[config.mk]
export PLATFORM = sky130hd
export DESIGN_NAME = pscc_top
export DESIGN_NICKNAME = d
export VERILOG_FILES = /design/src/inc/pscc_pkg.sv /design/src/pscc_eval.sv /design/src/pscc_prio.sv /design/src/pscc_top.sv
export VERILOG_INCLUDE_DIRS = /design/src /design/src/inc
export SDC_FILE = /design/constraint.sdc
export NUM_CORES = 2
export LEC_CHECK = 0
export BUFFER_PORTS_ARGS = -buffer_cell sky130_fd_sc_hd__buf_2
export CAP_MARGIN = 20
export CELL_PAD_IN_SITES_DETAIL_PLACEMENT = 0
export CELL_PAD_IN_SITES_GLOBAL_PLACEMENT = 1
export CORE_ASPECT_RATIO = 0.75
export CORE_MARGIN = 1.5
export CORE_UTILIZATION = 42
export CTS_BUF_LIST = sky130_fd_sc_hd__clkbuf_8 sky130_fd_sc_hd__clkbuf_16
export CTS_CLUSTER_DIAMETER = 30
export DETAILED_ROUTE_END_ITERATION = 8
export PLACE_DENSITY_LB_ADDON = 0.1
export REMOVE_ABC_BUFFERS = 1
export SLEW_MARGIN = 5
export SYNTH_ARGS = -nofsm -noshare
export SYNTH_HDL_FRONTEND = slang
export SYNTH_SLANG_ARGS = --single-unit
[constraint.sdc]
create_clock -name clock -period 9.3 [get_ports clock]
set_input_delay 1.395 -clock clock [delete_from_list [all_inputs] [get_ports clock]]
set_output_delay 1.395 -clock clock [all_outputs]
set_load 0.01 [all_outputs]
[src/inc/pscc_params.svh]
`ifndef PSCC_PARAMS_SVH
`define PSCC_PARAMS_SVH

// register byte offsets, one aligned 32-bit word each
`define PSCC_OFF_CTRL 8'h00
`define PSCC_OFF_PERIOD 8'h04
`define PSCC_OFF_WIDTH 8'h08
`define PSCC_OFF_RISE 8'h0C
`define PSCC_OFF_FALL 8'h10
`define PSCC_OFF_DELAY 8'h14
`define PSCC_OFF_DDELAY 8'h18
`define PSCC_OFF_DUTY 8'h1C
`define PSCC_OFF_STATUS 8'h20
`define PSCC_OFF_CODE 8'h24
`define PSCC_OFF_CONFLICT 8'h28
`define PSCC_OFF_IRQ_STAT 8'h2C
`define PSCC_OFF_IRQ_MASK 8'h30

// control field layout
`define PSCC_CTRL_MODE_LSB 0
`define PSCC_CTRL_MODE_MSB 2
`define PSCC_CTRL_RUN_LSB 4
`define PSCC_CTRL_RUN_MSB 5
`define PSCC_CTRL_MASK 32'h0000_0037

// status field layout
`define PSCC_STAT_FLAG_BIT 0
`define PSCC_STAT_PEND_BIT 1

// reset values, time settings in units of PSCC_UNIT_PS picoseconds, duty in hundredths of the period
`define PSCC_RST_CTRL 32'h0000_0000
`define PSCC_RST_PERIOD 32'h0000_03E8
`define PSCC_RST_WIDTH 32'h0000_01F4
`define PSCC_RST_RISE 32'h0000_000A
`define PSCC_RST_FALL 32'h0000_000A
`define PSCC_RST_DELAY 32'h0000_0000
`define PSCC_RST_DDELAY 32'h0000_0000
`define PSCC_RST_DUTY 32'h0000_0032
`define PSCC_RST_MASK 8'h00

// setting resolution and the fixed guard time
`define PSCC_UNIT_PS 100
`define PSCC_GUARD_NS 4
`define PSCC_GUARD_CNT ((`PSCC_GUARD_NS * 1000) / `PSCC_UNIT_PS)

// transition range upper bounds and width range floor
`define PSCC_TRANS_R0_MAX 32'h0000_0064
`define PSCC_TRANS_R1_MAX 32'h0000_03E8
`define PSCC_WIDTH_MIN 32'h0000_0064
`define PSCC_DUTY_FULL 32'h0000_0064

// conflict codes: bit i of the conflict vector reports code -(BASE + i)
`define PSCC_CODE_BASE 32'h0000_01F4
`define PSCC_NUM_CONF 8

`endif

[src/inc/pscc_pkg.sv]
`default_nettype none
package pscc_pkg;
	// pulse mode as held in the control register
	typedef enum logic [2:0] {
		pm_single,
		pm_double,
		pm_delayed,
		pm_half_duty,
		pm_ext_width
	} pscc_pulse_mode_type;

	// run mode as held in the control register
	typedef enum logic [1:0] {
		rm_continuous,
		rm_triggered,
		rm_gated,
		rm_burst
	} pscc_run_mode_type;
endpackage
`default_nettype wire

[src/pscc_eval.sv]
`include "pscc_params.svh"
`default_nettype none
module pscc_eval (
	input wire pscc_pkg::pscc_pulse_mode_type pulse_mode,
	input wire pscc_pkg::pscc_run_mode_type run_mode,
	input wire logic [31:0] pulse_period,
	input wire logic [31:0] pulse_width,
	input wire logic [31:0] rise_transition,
	input wire logic [31:0] fall_transition,
	input wire logic [31:0] single_pulse_delay,
	input wire logic [31:0] double_pulse_delay,
	input wire logic [31:0] duty_cycle,
	output logic [7:0] conflicts
);
	// times eight, so that 0.625 becomes the exact integer factor five
	function automatic logic [39:0] x8(input logic [31:0] v);
		x8 = {5'h00, v, 3'h0};
	endfunction

	// five times the transition sum, the scaled form of 0.625 * (rise + fall)
	function automatic logic [39:0] edge5(input logic [31:0] l, input logic [31:0] t);
		logic [39:0] s;
		s = {8'h00, l} + {8'h00, t};
		edge5 = (s << 2) + s;
	endfunction

	// which transition range a value falls in
	function automatic logic [1:0] trange(input logic [31:0] v);
		if (v <= `PSCC_TRANS_R0_MAX) begin
			trange = 2'h0;
		end else if (v <= `PSCC_TRANS_R1_MAX) begin
			trange = 2'h1;
		end else begin
			trange = 2'h2;
		end
	endfunction

	logic [39:0] e5;
	logic [39:0] w8;
	logic [39:0] g8;
	logic [39:0] we;
	logic [39:0] duty_prod;
	logic [39:0] duty_min;
	logic ext, single, dbl, dly, half, cont;

	// width, delay and period comparisons in eighths of a unit; no division, no rounding loss
	assign e5 = edge5(rise_transition, fall_transition);
	assign w8 = x8(pulse_width);
	assign g8 = x8(32'(`PSCC_GUARD_CNT));
	assign we = w8 + e5;
	assign duty_prod = {32'h0000_0000, duty_cycle[7:0]} * {8'h00, pulse_period};
	assign duty_min = {8'h00, `PSCC_WIDTH_MIN} * {8'h00, `PSCC_DUTY_FULL};

	assign ext = (pulse_mode == pscc_pkg::pm_ext_width);
	assign single = (pulse_mode == pscc_pkg::pm_single);
	assign dbl = (pulse_mode == pscc_pkg::pm_double);
	assign dly = (pulse_mode == pscc_pkg::pm_delayed);
	assign half = (pulse_mode == pscc_pkg::pm_half_duty);
	assign cont = (run_mode == pscc_pkg::rm_continuous);

	// one bit per conflict code, lowest bit is code -500
	assign conflicts[0] = !ext && (e5 >= w8);
	assign conflicts[1] = single && cont && (we >= x8(pulse_period));
	assign conflicts[2] = !ext && (trange(rise_transition) != trange(fall_transition));
	assign conflicts[3] = dbl && (we >= x8(double_pulse_delay));
	assign conflicts[4] = dbl && cont && (x8(double_pulse_delay) + we + g8 >= x8(pulse_period));
	assign conflicts[5] = dly && cont && (x8(single_pulse_delay) + we + g8 >= x8(pulse_period));
	assign conflicts[6] = half && (duty_prod < duty_min);
	assign conflicts[7] = dly && (we >= x8(single_pulse_delay));
endmodule
`default_nettype wire

[src/pscc_prio.sv]
`include "pscc_params.svh"
`default_nettype none
module pscc_prio (
	input wire logic [7:0] conflicts,
	output logic any_conflict,
	output logic [31:0] code
);
	logic [31:0] idx;

	// lowest bit (code nearest zero, -500 first) wins when several conflicts stand at once
	always_comb begin
		idx = 32'h0000_0000;
		for (int i = `PSCC_NUM_CONF - 1; i >= 0; i--) begin
			if (conflicts[i]) begin
				idx = 32'(i);
			end
		end
	end

	assign any_conflict = |conflicts;
	// reported as a negative number, zero when clean
	assign code = any_conflict ? (32'h0000_0000 - (`PSCC_CODE_BASE + idx)) : 32'h0000_0000;
endmodule
`default_nettype wire

[src/pscc_top.sv]
// Functional notes
// single mode, continuous run: width plus 0.625 transitions reaching period gives -501.
// except external width: rise and fall in different ranges gives -502.
// double mode: width plus 0.625 transitions reaching double delay gives -503.
// double, continuous: double delay, width, 0.625 transitions, 4 ns reaching period gives -504.
// delayed, continuous: delay, width, 0.625 transitions, 4 ns reaching period gives -505.
// half duty mode: duty below minimum width range gives -506.
// delayed mode: width plus 0.625 transitions reaching delay gives -507.
// except external width: 0.625 transitions reaching width gives -500.
// re-check after every setting write; flag and code stand until settings are corrected.
`include "pscc_params.svh"
`default_nettype none
module pscc_top (
	input wire logic clock,
	input wire logic rst_n,
	input wire logic [7:0] avs_address,
	input wire logic avs_read,
	input wire logic avs_write,
	input wire logic [31:0] avs_writedata,
	input wire logic [3:0] avs_byteenable,
	output logic [31:0] avs_readdata,
	output logic avs_waitrequest,
	output logic irq,
	output logic conflict_flag,
	output logic [31:0] conflict_code,
	output logic settings_valid,
	output logic [2:0] core_pulse_mode,
	output logic [1:0] core_run_mode,
	output logic [31:0] core_pulse_period,
	output logic [31:0] core_pulse_width,
	output logic [31:0] core_rise_transition,
	output logic [31:0] core_fall_transition,
	output logic [31:0] core_single_pulse_delay,
	output logic [31:0] core_double_pulse_delay,
	output logic [31:0] core_duty_cycle
);
	// byte lane merge of a write into a stored word
	function automatic logic [31:0] merge(input logic [31:0] old, input logic [31:0] wd, input logic [3:0] be);
		logic [31:0] r;
		r = old;
		for (int i = 0; i < 4; i++) begin
			if (be[i]) begin
				r[i*8 +: 8] = wd[i*8 +: 8];
			end
		end
		merge = r;
	endfunction

	logic wait_r;
	logic [31:0] rdata_r;
	logic [31:0] rd_nxt;
	logic wr_commit;
	logic [31:0] ctrl_r;
	logic [31:0] period_r;
	logic [31:0] width_r;
	logic [31:0] rise_r;
	logic [31:0] fall_r;
	logic [31:0] delay_r;
	logic [31:0] ddelay_r;
	logic [31:0] duty_r;
	logic setting_wr;
	logic pend_r;
	logic [7:0] conf_now;
	logic conf_any;
	logic [31:0] code_now;
	logic [7:0] conf_r;
	logic flag_r;
	logic [31:0] code_r;
	logic [7:0] stat_r;
	logic [7:0] stat_nxt;
	logic [7:0] stat_clr;
	logic [7:0] mask_r;
	logic [7:0] mask_nxt;
	logic irq_r;
	logic valid_r;
	logic [2:0] cmode_r;
	logic [1:0] crun_r;
	logic [31:0] cper_r;
	logic [31:0] cwid_r;
	logic [31:0] crise_r;
	logic [31:0] cfall_r;
	logic [31:0] cdel_r;
	logic [31:0] cddel_r;
	logic [31:0] cduty_r;

	// a write lands only at the edge where the master sees waitrequest low
	assign wr_commit = avs_write && !wait_r;

	// waitrequest drops for one cycle after a request is seen; fixed two-edge answer
	always_ff @(posedge clock) begin
		if (!rst_n) begin
			wait_r <= 1'b1;
		end else if (wait_r && (avs_read || avs_write)) begin
			wait_r <= 1'b0;
		end else begin
			wait_r <= 1'b1;
		end
	end

	// read mux; unmapped offsets read as zero
	always_comb begin
		rd_nxt = 32'h0000_0000;
		case (avs_address)
			`PSCC_OFF_CTRL: rd_nxt = ctrl_r;
			`PSCC_OFF_PERIOD: rd_nxt = period_r;
			`PSCC_OFF_WIDTH: rd_nxt = width_r;
			`PSCC_OFF_RISE: rd_nxt = rise_r;
			`PSCC_OFF_FALL: rd_nxt = fall_r;
			`PSCC_OFF_DELAY: rd_nxt = delay_r;
			`PSCC_OFF_DDELAY: rd_nxt = ddelay_r;
			`PSCC_OFF_DUTY: rd_nxt = duty_r;
			`PSCC_OFF_STATUS: begin
				rd_nxt[`PSCC_STAT_FLAG_BIT] = flag_r;
				rd_nxt[`PSCC_STAT_PEND_BIT] = pend_r;
			end
			`PSCC_OFF_CODE: rd_nxt = code_r;
			`PSCC_OFF_CONFLICT: rd_nxt = {24'h00_0000, conf_r};
			`PSCC_OFF_IRQ_STAT: rd_nxt = {24'h00_0000, stat_r};
			`PSCC_OFF_IRQ_MASK: rd_nxt = {24'h00_0000, mask_r};
			default: rd_nxt = 32'h0000_0000;
		endcase
	end

	// read data is caught at the edge that drops waitrequest and held through the answer
	always_ff @(posedge clock) begin
		if (!rst_n) begin
			rdata_r <= 32'h0000_0000;
		end else if (wait_r && avs_read) begin
			rdata_r <= rd_nxt;
		end
	end

	// pulse and run mode; unused control bits are forced to zero
	always_ff @(posedge clock) begin
		if (!rst_n) begin
			ctrl_r <= `PSCC_RST_CTRL;
		end else if (wr_commit && avs_address == `PSCC_OFF_CTRL) begin
			ctrl_r <= merge(ctrl_r, avs_writedata, avs_byteenable) & `PSCC_CTRL_MASK;
		end
	end

	// period setting
	always_ff @(posedge clock) begin
		if (!rst_n) begin
			period_r <= `PSCC_RST_PERIOD;
		end else if (wr_commit && avs_address == `PSCC_OFF_PERIOD) begin
			period_r <= merge(period_r, avs_writedata, avs_byteenable);
		end
	end

	// width setting; stored even when it conflicts, so software reads back what it wrote
	always_ff @(posedge clock) begin
		if (!rst_n) begin
			width_r <= `PSCC_RST_WIDTH;
		end else if (wr_commit && avs_address == `PSCC_OFF_WIDTH) begin
			width_r <= merge(width_r, avs_writedata, avs_byteenable);
		end
	end

	// rise transition setting
	always_ff @(posedge clock) begin
		if (!rst_n) begin
			rise_r <= `PSCC_RST_RISE;
		end else if (wr_commit && avs_address == `PSCC_OFF_RISE) begin
			rise_r <= merge(rise_r, avs_writedata, avs_byteenable);
		end
	end

	// fall transition setting
	always_ff @(posedge clock) begin
		if (!rst_n) begin
			fall_r <= `PSCC_RST_FALL;
		end else if (wr_commit && avs_address == `PSCC_OFF_FALL) begin
			fall_r <= merge(fall_r, avs_writedata, avs_byteenable);
		end
	end

	// single pulse delay setting
	always_ff @(posedge clock) begin
		if (!rst_n) begin
			delay_r <= `PSCC_RST_DELAY;
		end else if (wr_commit && avs_address == `PSCC_OFF_DELAY) begin
			delay_r <= merge(delay_r, avs_writedata, avs_byteenable);
		end
	end

	// double pulse delay setting
	always_ff @(posedge clock) begin
		if (!rst_n) begin
			ddelay_r <= `PSCC_RST_DDELAY;
		end else if (wr_commit && avs_address == `PSCC_OFF_DDELAY) begin
			ddelay_r <= merge(ddelay_r, avs_writedata, avs_byteenable);
		end
	end

	// duty cycle setting; only the low byte is ever used by the check
	always_ff @(posedge clock) begin
		if (!rst_n) begin
			duty_r <= `PSCC_RST_DUTY;
		end else if (wr_commit && avs_address == `PSCC_OFF_DUTY) begin
			duty_r <= merge(duty_r, avs_writedata, avs_byteenable);
		end
	end

	// any write to the control or setting words asks for a fresh check
	assign setting_wr = wr_commit && (avs_address <= `PSCC_OFF_DUTY) && (avs_address[1:0] == 2'h0);

	// pending starts set so the reset values are checked once as well
	always_ff @(posedge clock) begin
		if (!rst_n) begin
			pend_r <= 1'b1;
		end else begin
			pend_r <= setting_wr;
		end
	end

	pscc_eval u_eval (
		.pulse_mode(pscc_pkg::pscc_pulse_mode_type'(ctrl_r[`PSCC_CTRL_MODE_MSB:`PSCC_CTRL_MODE_LSB])),
		.run_mode(pscc_pkg::pscc_run_mode_type'(ctrl_r[`PSCC_CTRL_RUN_MSB:`PSCC_CTRL_RUN_LSB])),
		.pulse_period(period_r),
		.pulse_width(width_r),
		.rise_transition(rise_r),
		.fall_transition(fall_r),
		.single_pulse_delay(delay_r),
		.double_pulse_delay(ddelay_r),
		.duty_cycle(duty_r),
		.conflicts(conf_now)
	);

	pscc_prio u_prio (
		.conflicts(conf_now),
		.any_conflict(conf_any),
		.code(code_now)
	);

	// conflict vector is latched once per check and held until the next setting write
	always_ff @(posedge clock) begin
		if (!rst_n) begin
			conf_r <= 8'h00;
		end else if (pend_r) begin
			conf_r <= conf_now;
		end
	end

	// flag and code move on the same edge, so software never sees one without the other
	always_ff @(posedge clock) begin
		if (!rst_n) begin
			flag_r <= 1'b0;
			code_r <= 32'h0000_0000;
		end else if (pend_r) begin
			flag_r <= conf_any;
			code_r <= code_now;
		end
	end

	// the core only ever sees a clean set; a bad write leaves the last good set running
	always_ff @(posedge clock) begin
		if (!rst_n) begin
			cmode_r <= 3'h0;
			crun_r <= 2'h0;
			cper_r <= `PSCC_RST_PERIOD;
			cwid_r <= `PSCC_RST_WIDTH;
			crise_r <= `PSCC_RST_RISE;
			cfall_r <= `PSCC_RST_FALL;
			cdel_r <= `PSCC_RST_DELAY;
			cddel_r <= `PSCC_RST_DDELAY;
			cduty_r <= `PSCC_RST_DUTY;
		end else if (pend_r && !conf_any) begin
			cmode_r <= ctrl_r[`PSCC_CTRL_MODE_MSB:`PSCC_CTRL_MODE_LSB];
			crun_r <= ctrl_r[`PSCC_CTRL_RUN_MSB:`PSCC_CTRL_RUN_LSB];
			cper_r <= period_r;
			cwid_r <= width_r;
			crise_r <= rise_r;
			cfall_r <= fall_r;
			cdel_r <= delay_r;
			cddel_r <= ddelay_r;
			cduty_r <= duty_r;
		end
	end

	// one-cycle strobe each time a clean set is handed to the core
	always_ff @(posedge clock) begin
		if (!rst_n) begin
			valid_r <= 1'b0;
		end else begin
			valid_r <= pend_r && !conf_any;
		end
	end

	// sticky conflict events, cleared by writing ones; a new event beats a clear
	always_comb begin
		stat_clr = 8'h00;
		if (wr_commit && avs_address == `PSCC_OFF_IRQ_STAT) begin
			stat_clr = 8'(merge(32'h0000_0000, avs_writedata, avs_byteenable));
		end
		stat_nxt = (stat_r & ~stat_clr) | (pend_r ? conf_now : 8'h00);
	end

	// mask uses the status layout
	always_comb begin
		mask_nxt = mask_r;
		if (wr_commit && avs_address == `PSCC_OFF_IRQ_MASK) begin
			mask_nxt = 8'(merge({24'h00_0000, mask_r}, avs_writedata, avs_byteenable));
		end
	end

	// sticky event status
	always_ff @(posedge clock) begin
		if (!rst_n) begin
			stat_r <= 8'h00;
		end else begin
			stat_r <= stat_nxt;
		end
	end

	// interrupt mask
	always_ff @(posedge clock) begin
		if (!rst_n) begin
			mask_r <= `PSCC_RST_MASK;
		end else begin
			mask_r <= mask_nxt;
		end
	end

	// irq built from next values so it tracks status and mask on the same edge
	always_ff @(posedge clock) begin
		if (!rst_n) begin
			irq_r <= 1'b0;
		end else begin
			irq_r <= |(stat_nxt & mask_nxt);
		end
	end

	assign avs_readdata = rdata_r;
	assign avs_waitrequest = wait_r;
	assign irq = irq_r;
	assign conflict_flag = flag_r;
	assign conflict_code = code_r;
	assign settings_valid = valid_r;
	assign core_pulse_mode = cmode_r;
	assign core_run_mode = crun_r;
	assign core_pulse_period = cper_r;
	assign core_pulse_width = cwid_r;
	assign core_rise_transition = crise_r;
	assign core_fall_transition = cfall_r;
	assign core_single_pulse_delay = cdel_r;
	assign core_double_pulse_delay = cddel_r;
	assign core_duty_cycle = cduty_r;
endmodule
`default_nettype wire

==> reports/qor.log <==
qor: place.io_buffers 339
qor: outcome.run_status complete, but fails checks
qor: sta.grt_setup_unrepaired true
qor: logic_synthesis.syn_inst 5401
qor: finish.finish.utilization 0.5695
qor: critical_path.slowest_stage sky130_fd_sc_hd__or4_4
qor: place.place_hpwl 135.7 mm
qor: die.core.rowCount 101
qor: cts.clkSinkCount 523
qor: logic_synthesis.netlist_area 42820 µm²
qor: worst_hold_path.worst_hold_path.num_cells 2
qor: critical_path.cp.arrival 11.20 ns
qor: finish.syn2layout_area_growth 34.43%
qor: job.max_cap_viol_count 0
qor: logic_synthesis.synth-seq-area-share 0.2445
qor: worst_hold_path.hold_sp core_double_pulse_delay[11]$_SDFFE_PN0P_
qor: worst_hold_path.hold_path_end core_double_pulse_delay[11]$_SDFFE_PN0P_
qor: die.core 101100 µm²
qor: power.power-per-cell-area 117.8 nW/µm²
qor: cts.ctsHtreeMaxLevel 3
qor: grt.number_of_global_route_vias_before_repair 41800
qor: outcome.failing_checks negative setup slack
qor: logic_synthesis.synthArstFlopShare 0
qor: logic_synthesis.ys_ff_latch 523
qor: die.floorplan.initialDensity 0.4236
qor: logic_synthesis.synth.lib_cells_used.distinct 84
qor: die.io_pins 345
qor: routing.wire_per_inst 23.21 µm
qor: sta.timing.final.max_slew_violations 0
qor: logic_synthesis.synthDominantCellAreaShare 0.2445
qor: sta.setup_slack -1.293 ns
qor: place.post-place-ws -1.855 ns
qor: power.power.static_leakage 27.49 nW
qor: sta.max_slew.worst_pin.slew 1.226 ns
qor: cts.numCtsBuffers 110
qor: critical_path.endpoint_kind flip-flop
qor: critical_path.crit_type reg -> reg
qor: sta.post-route-period-util 1.139
qor: die.vertical_die_dimension 279.5 µm
qor: logic_synthesis.dominant_cell_type_by_area_after_synthesis sky130_fd_sc_hd__dfxtp_1
qor: routing.route.detailed.drc 0
qor: grt.largest_net_degree_at_the_start_of_global_routing 201
qor: die.die-area 103900 µm²
qor: cts.tritoncts built
qor: sta.fmaxAchievable 94.40 MHz
qor: logic_synthesis.post_synth_most_frequent_cells sky130_fd_sc_hd__nand2_1 (1197), sky130_fd_sc_hd__dfxtp_1 (523), sky130_fd_sc_hd__ha_1 (481)
qor: finish.num-nets-final 7094
qor: logic_synthesis.most_frequent_cell_after_synthesis sky130_fd_sc_hd__nand2_1
qor: routing.initialDrtViolationCount 4191
qor: cts.cts.hold.buffers_added 0
qor: critical_path.setup.worst_path.start_class flip-flop
qor: cts.clk_transition_reported_paths 0.05 ns
qor: critical_path.timing.rr.start rise_r[0]$_SDFFE_PN0P_
qor: place.place.gp.congestion 0.9804
qor: grt.grt_overflow_total 0
qor: sta.finalCriticalPeriod 10.59 ns
qor: routing.post_drt_via_cell_ratio 5.595
qor: power.largest_vdd_supply_drop 0.1579 mV
qor: finish.drive_gt1_frac 0.2507
qor: critical_path.reg2reg_setup_slack -1.29 ns
qor: die.die-width 371.7 µm
qor: grt.grt_pass1_wl 265.4 mm
qor: routing.pre_repair_dr_iteration_count 7
qor: cts.clock_insertion_delay_worst_skew 0.77 ns
qor: critical_path.critical_path.max_stage_delay 0.53 ns
qor: cts.clk_root_buffer_cell sky130_fd_sc_hd__clkbuf_16
qor: sta.max_slew_margin 0.1808
qor: sta.setup_violations 240
qor: logic_synthesis.synth_top_flop_cell sky130_fd_sc_hd__dfxtp_1
qor: logic_synthesis.synthesis.yosys.warnings 0
qor: grt.gr-usage-all-layers 0.3386
qor: logic_synthesis.synth.area.top_cells sky130_fd_sc_hd__dfxtp_1 (24%), sky130_fd_sc_hd__ha_1 (14%), sky130_fd_sc_hd__nand2_1 (10%)
qor: critical_path.r2r.worst_path.cells 53
qor: critical_path.worst-endpoint-required 9.90 ns
qor: sta.clock-skew-final 0.1051 ns
qor: routing.totalWireLength 181.3 mm
qor: worst_hold_path.hold_class reg -> reg
qor: cts.cts_buffer_depth 3
qor: critical_path.worstPathMaxFanout 3
qor: critical_path.reg2reg_to conflict_code[2]$_SDFFE_PN0P_
qor: sta.final-hold-violation-count 0
qor: routing.routed-via-count 43720
qor: logic_synthesis.syn-mean-instance-area 7.929 µm²
qor: routing.antenna_left 0
qor: grt.antenna_violations_before_repair 2
qor: logic_synthesis.synth_edf_count 0
-- cell type report --
type	instances	area (µm²)
Clock inverter	79	953.4
Tap cell	1339	1675
Clock buffer	126	2973
Inverter	454	1717
Fill cell	9475	43530
Timing Repair Buffer	1147	8666
Multi-Input combinational cell	4144	31100
Antenna cell	1	2.502
Sequential cell	523	10480
-- logic make-up (layout without fill, tap and decap cells) --
group	count (synthesis)	in the layout	synth area share
other	1	6	0.00008757
AND/OR/NAND/NOR	1903	1903	0.1935
flip-flops	523	523	0.2445
AO/OA/AOI/OAI	1184	1184	0.1783
multiplexers	227	227	0.05309
adder cells (fa/ha/maj)	668	668	0.2275
XOR/XNOR	157	157	0.03211
buffers and inverters	738	1806	0.07097
-- critical path: cells and delay by family, from the launching register on --
family	cells	cell delay (ns)
compound gates	21	3.55
xor+xnor	4	0.59
fa+ha+maj	8	2.01
buf+inv	6	0.70
flops	1	0.34
simple gates	14	3.22
-- stage by stage --
stage	total power (W)	instance area [µm²]	hold slack, ns	TNS [ns]	instances
6_report	0.006783	57570	0.4493	-251.93	7813
5_1_grt	0.006946	57570	0.4698	-360.18	7812
4_1_cts	0.006823	56590	0.4526	-193.22	7783
3_5_place_dp	0.002589	50150	0.4444	-411.58	7474
3_3_place_gp	0.002588	50120	0.4413	-350.50	7472
2_1_floorplan	0.002465	41500	0.4447	-1845.40	5121
-- routing by layer --
metal | share of wire | track usage | wire length (µm)
met1 | 0.47 | 0.5087 | 85930
met2 | 0.39 | 0.4664 | 71580
met3 | 0.10 | 0.09252 | 18520
met4 | 0.028 | 0.08755 | 5045
met5 | 0.0013 | 0.01454 | 241
-- power breakdown --
part           internal (W)  leakage, nW  switching (W)  total [W]
clock network       0.00269         1.95        0.00145    0.00414
registers           0.00225         4.22     0.00000821    0.00226
logic              0.000157         21.3       0.000226   0.000383
total               0.00510         27.5        0.00169    0.00678
-- how the worst max path moves through the flow --
stage,from,to,slack [ns],cells after the start
3_5_place_dp,rise_r[1]$_SDFFE_PN1P_,conflict_code[2]$_SDFFE_PN0P_,-1.85,57
4_1_cts,fall_r[1]$_SDFFE_PN1P_,core_fall_transition[15]$_SDFFE_PN0P_,-0.97,60
2_1_floorplan,rise_r[0]$_SDFFE_PN0P_,core_double_pulse_delay[0]$_SDFFE_PN0P_,-8.02,44
5_1_grt,fall_r[1]$_SDFFE_PN1P_,conflict_code[2]$_SDFFE_PN0P_,-1.70,59
6_report,rise_r[0]$_SDFFE_PN0P_,conflict_code[2]$_SDFFE_PN0P_,-1.29,53
3_3_place_gp,rise_r[1]$_SDFFE_PN1P_,conflict_code[2]$_SDFFE_PN0P_,-1.58,57
-- layout by cell type, fill, tap and decap left out, types with 39 or more instances in the layout --
master                      instances
sky130_fd_sc_hd__a221oi_1          39
sky130_fd_sc_hd__nand3_1           49
sky130_fd_sc_hd__ha_1             440
sky130_fd_sc_hd__and2_1           115
sky130_fd_sc_hd__fa_1             184
sky130_fd_sc_hd__a21o_1            82
sky130_fd_sc_hd__nor2_1           213
sky130_fd_sc_hd__nand2_1         1188
sky130_fd_sc_hd__buf_2            338
sky130_fd_sc_hd__dfxtp_1          516
sky130_fd_sc_hd__nand4_1           52
sky130_fd_sc_hd__buf_4            717
sky130_fd_sc_hd__mux2i_1          223
sky130_fd_sc_hd__a22oi_1           74
sky130_fd_sc_hd__nor3_1            42
sky130_fd_sc_hd__o21bai_1          39
sky130_fd_sc_hd__xnor2_1           91
sky130_fd_sc_hd__a21oi_1          419
sky130_fd_sc_hd__clkbuf_16        112
sky130_fd_sc_hd__inv_1            450
sky130_fd_sc_hd__o21ai_0          104
-- repair_timing --
| item | 4_1_cts | 5_1_grt |
|---|---|---|
| cloned | 20 | 2 |
| endpoints found under the setup margin | 244 | 246 |
| resized for setup | 286 | 189 |
| setup buffers | 91 | 55 |
| pin swaps | 147 | 110 |
No activity file was read; power rests on OpenSTA's default activity.
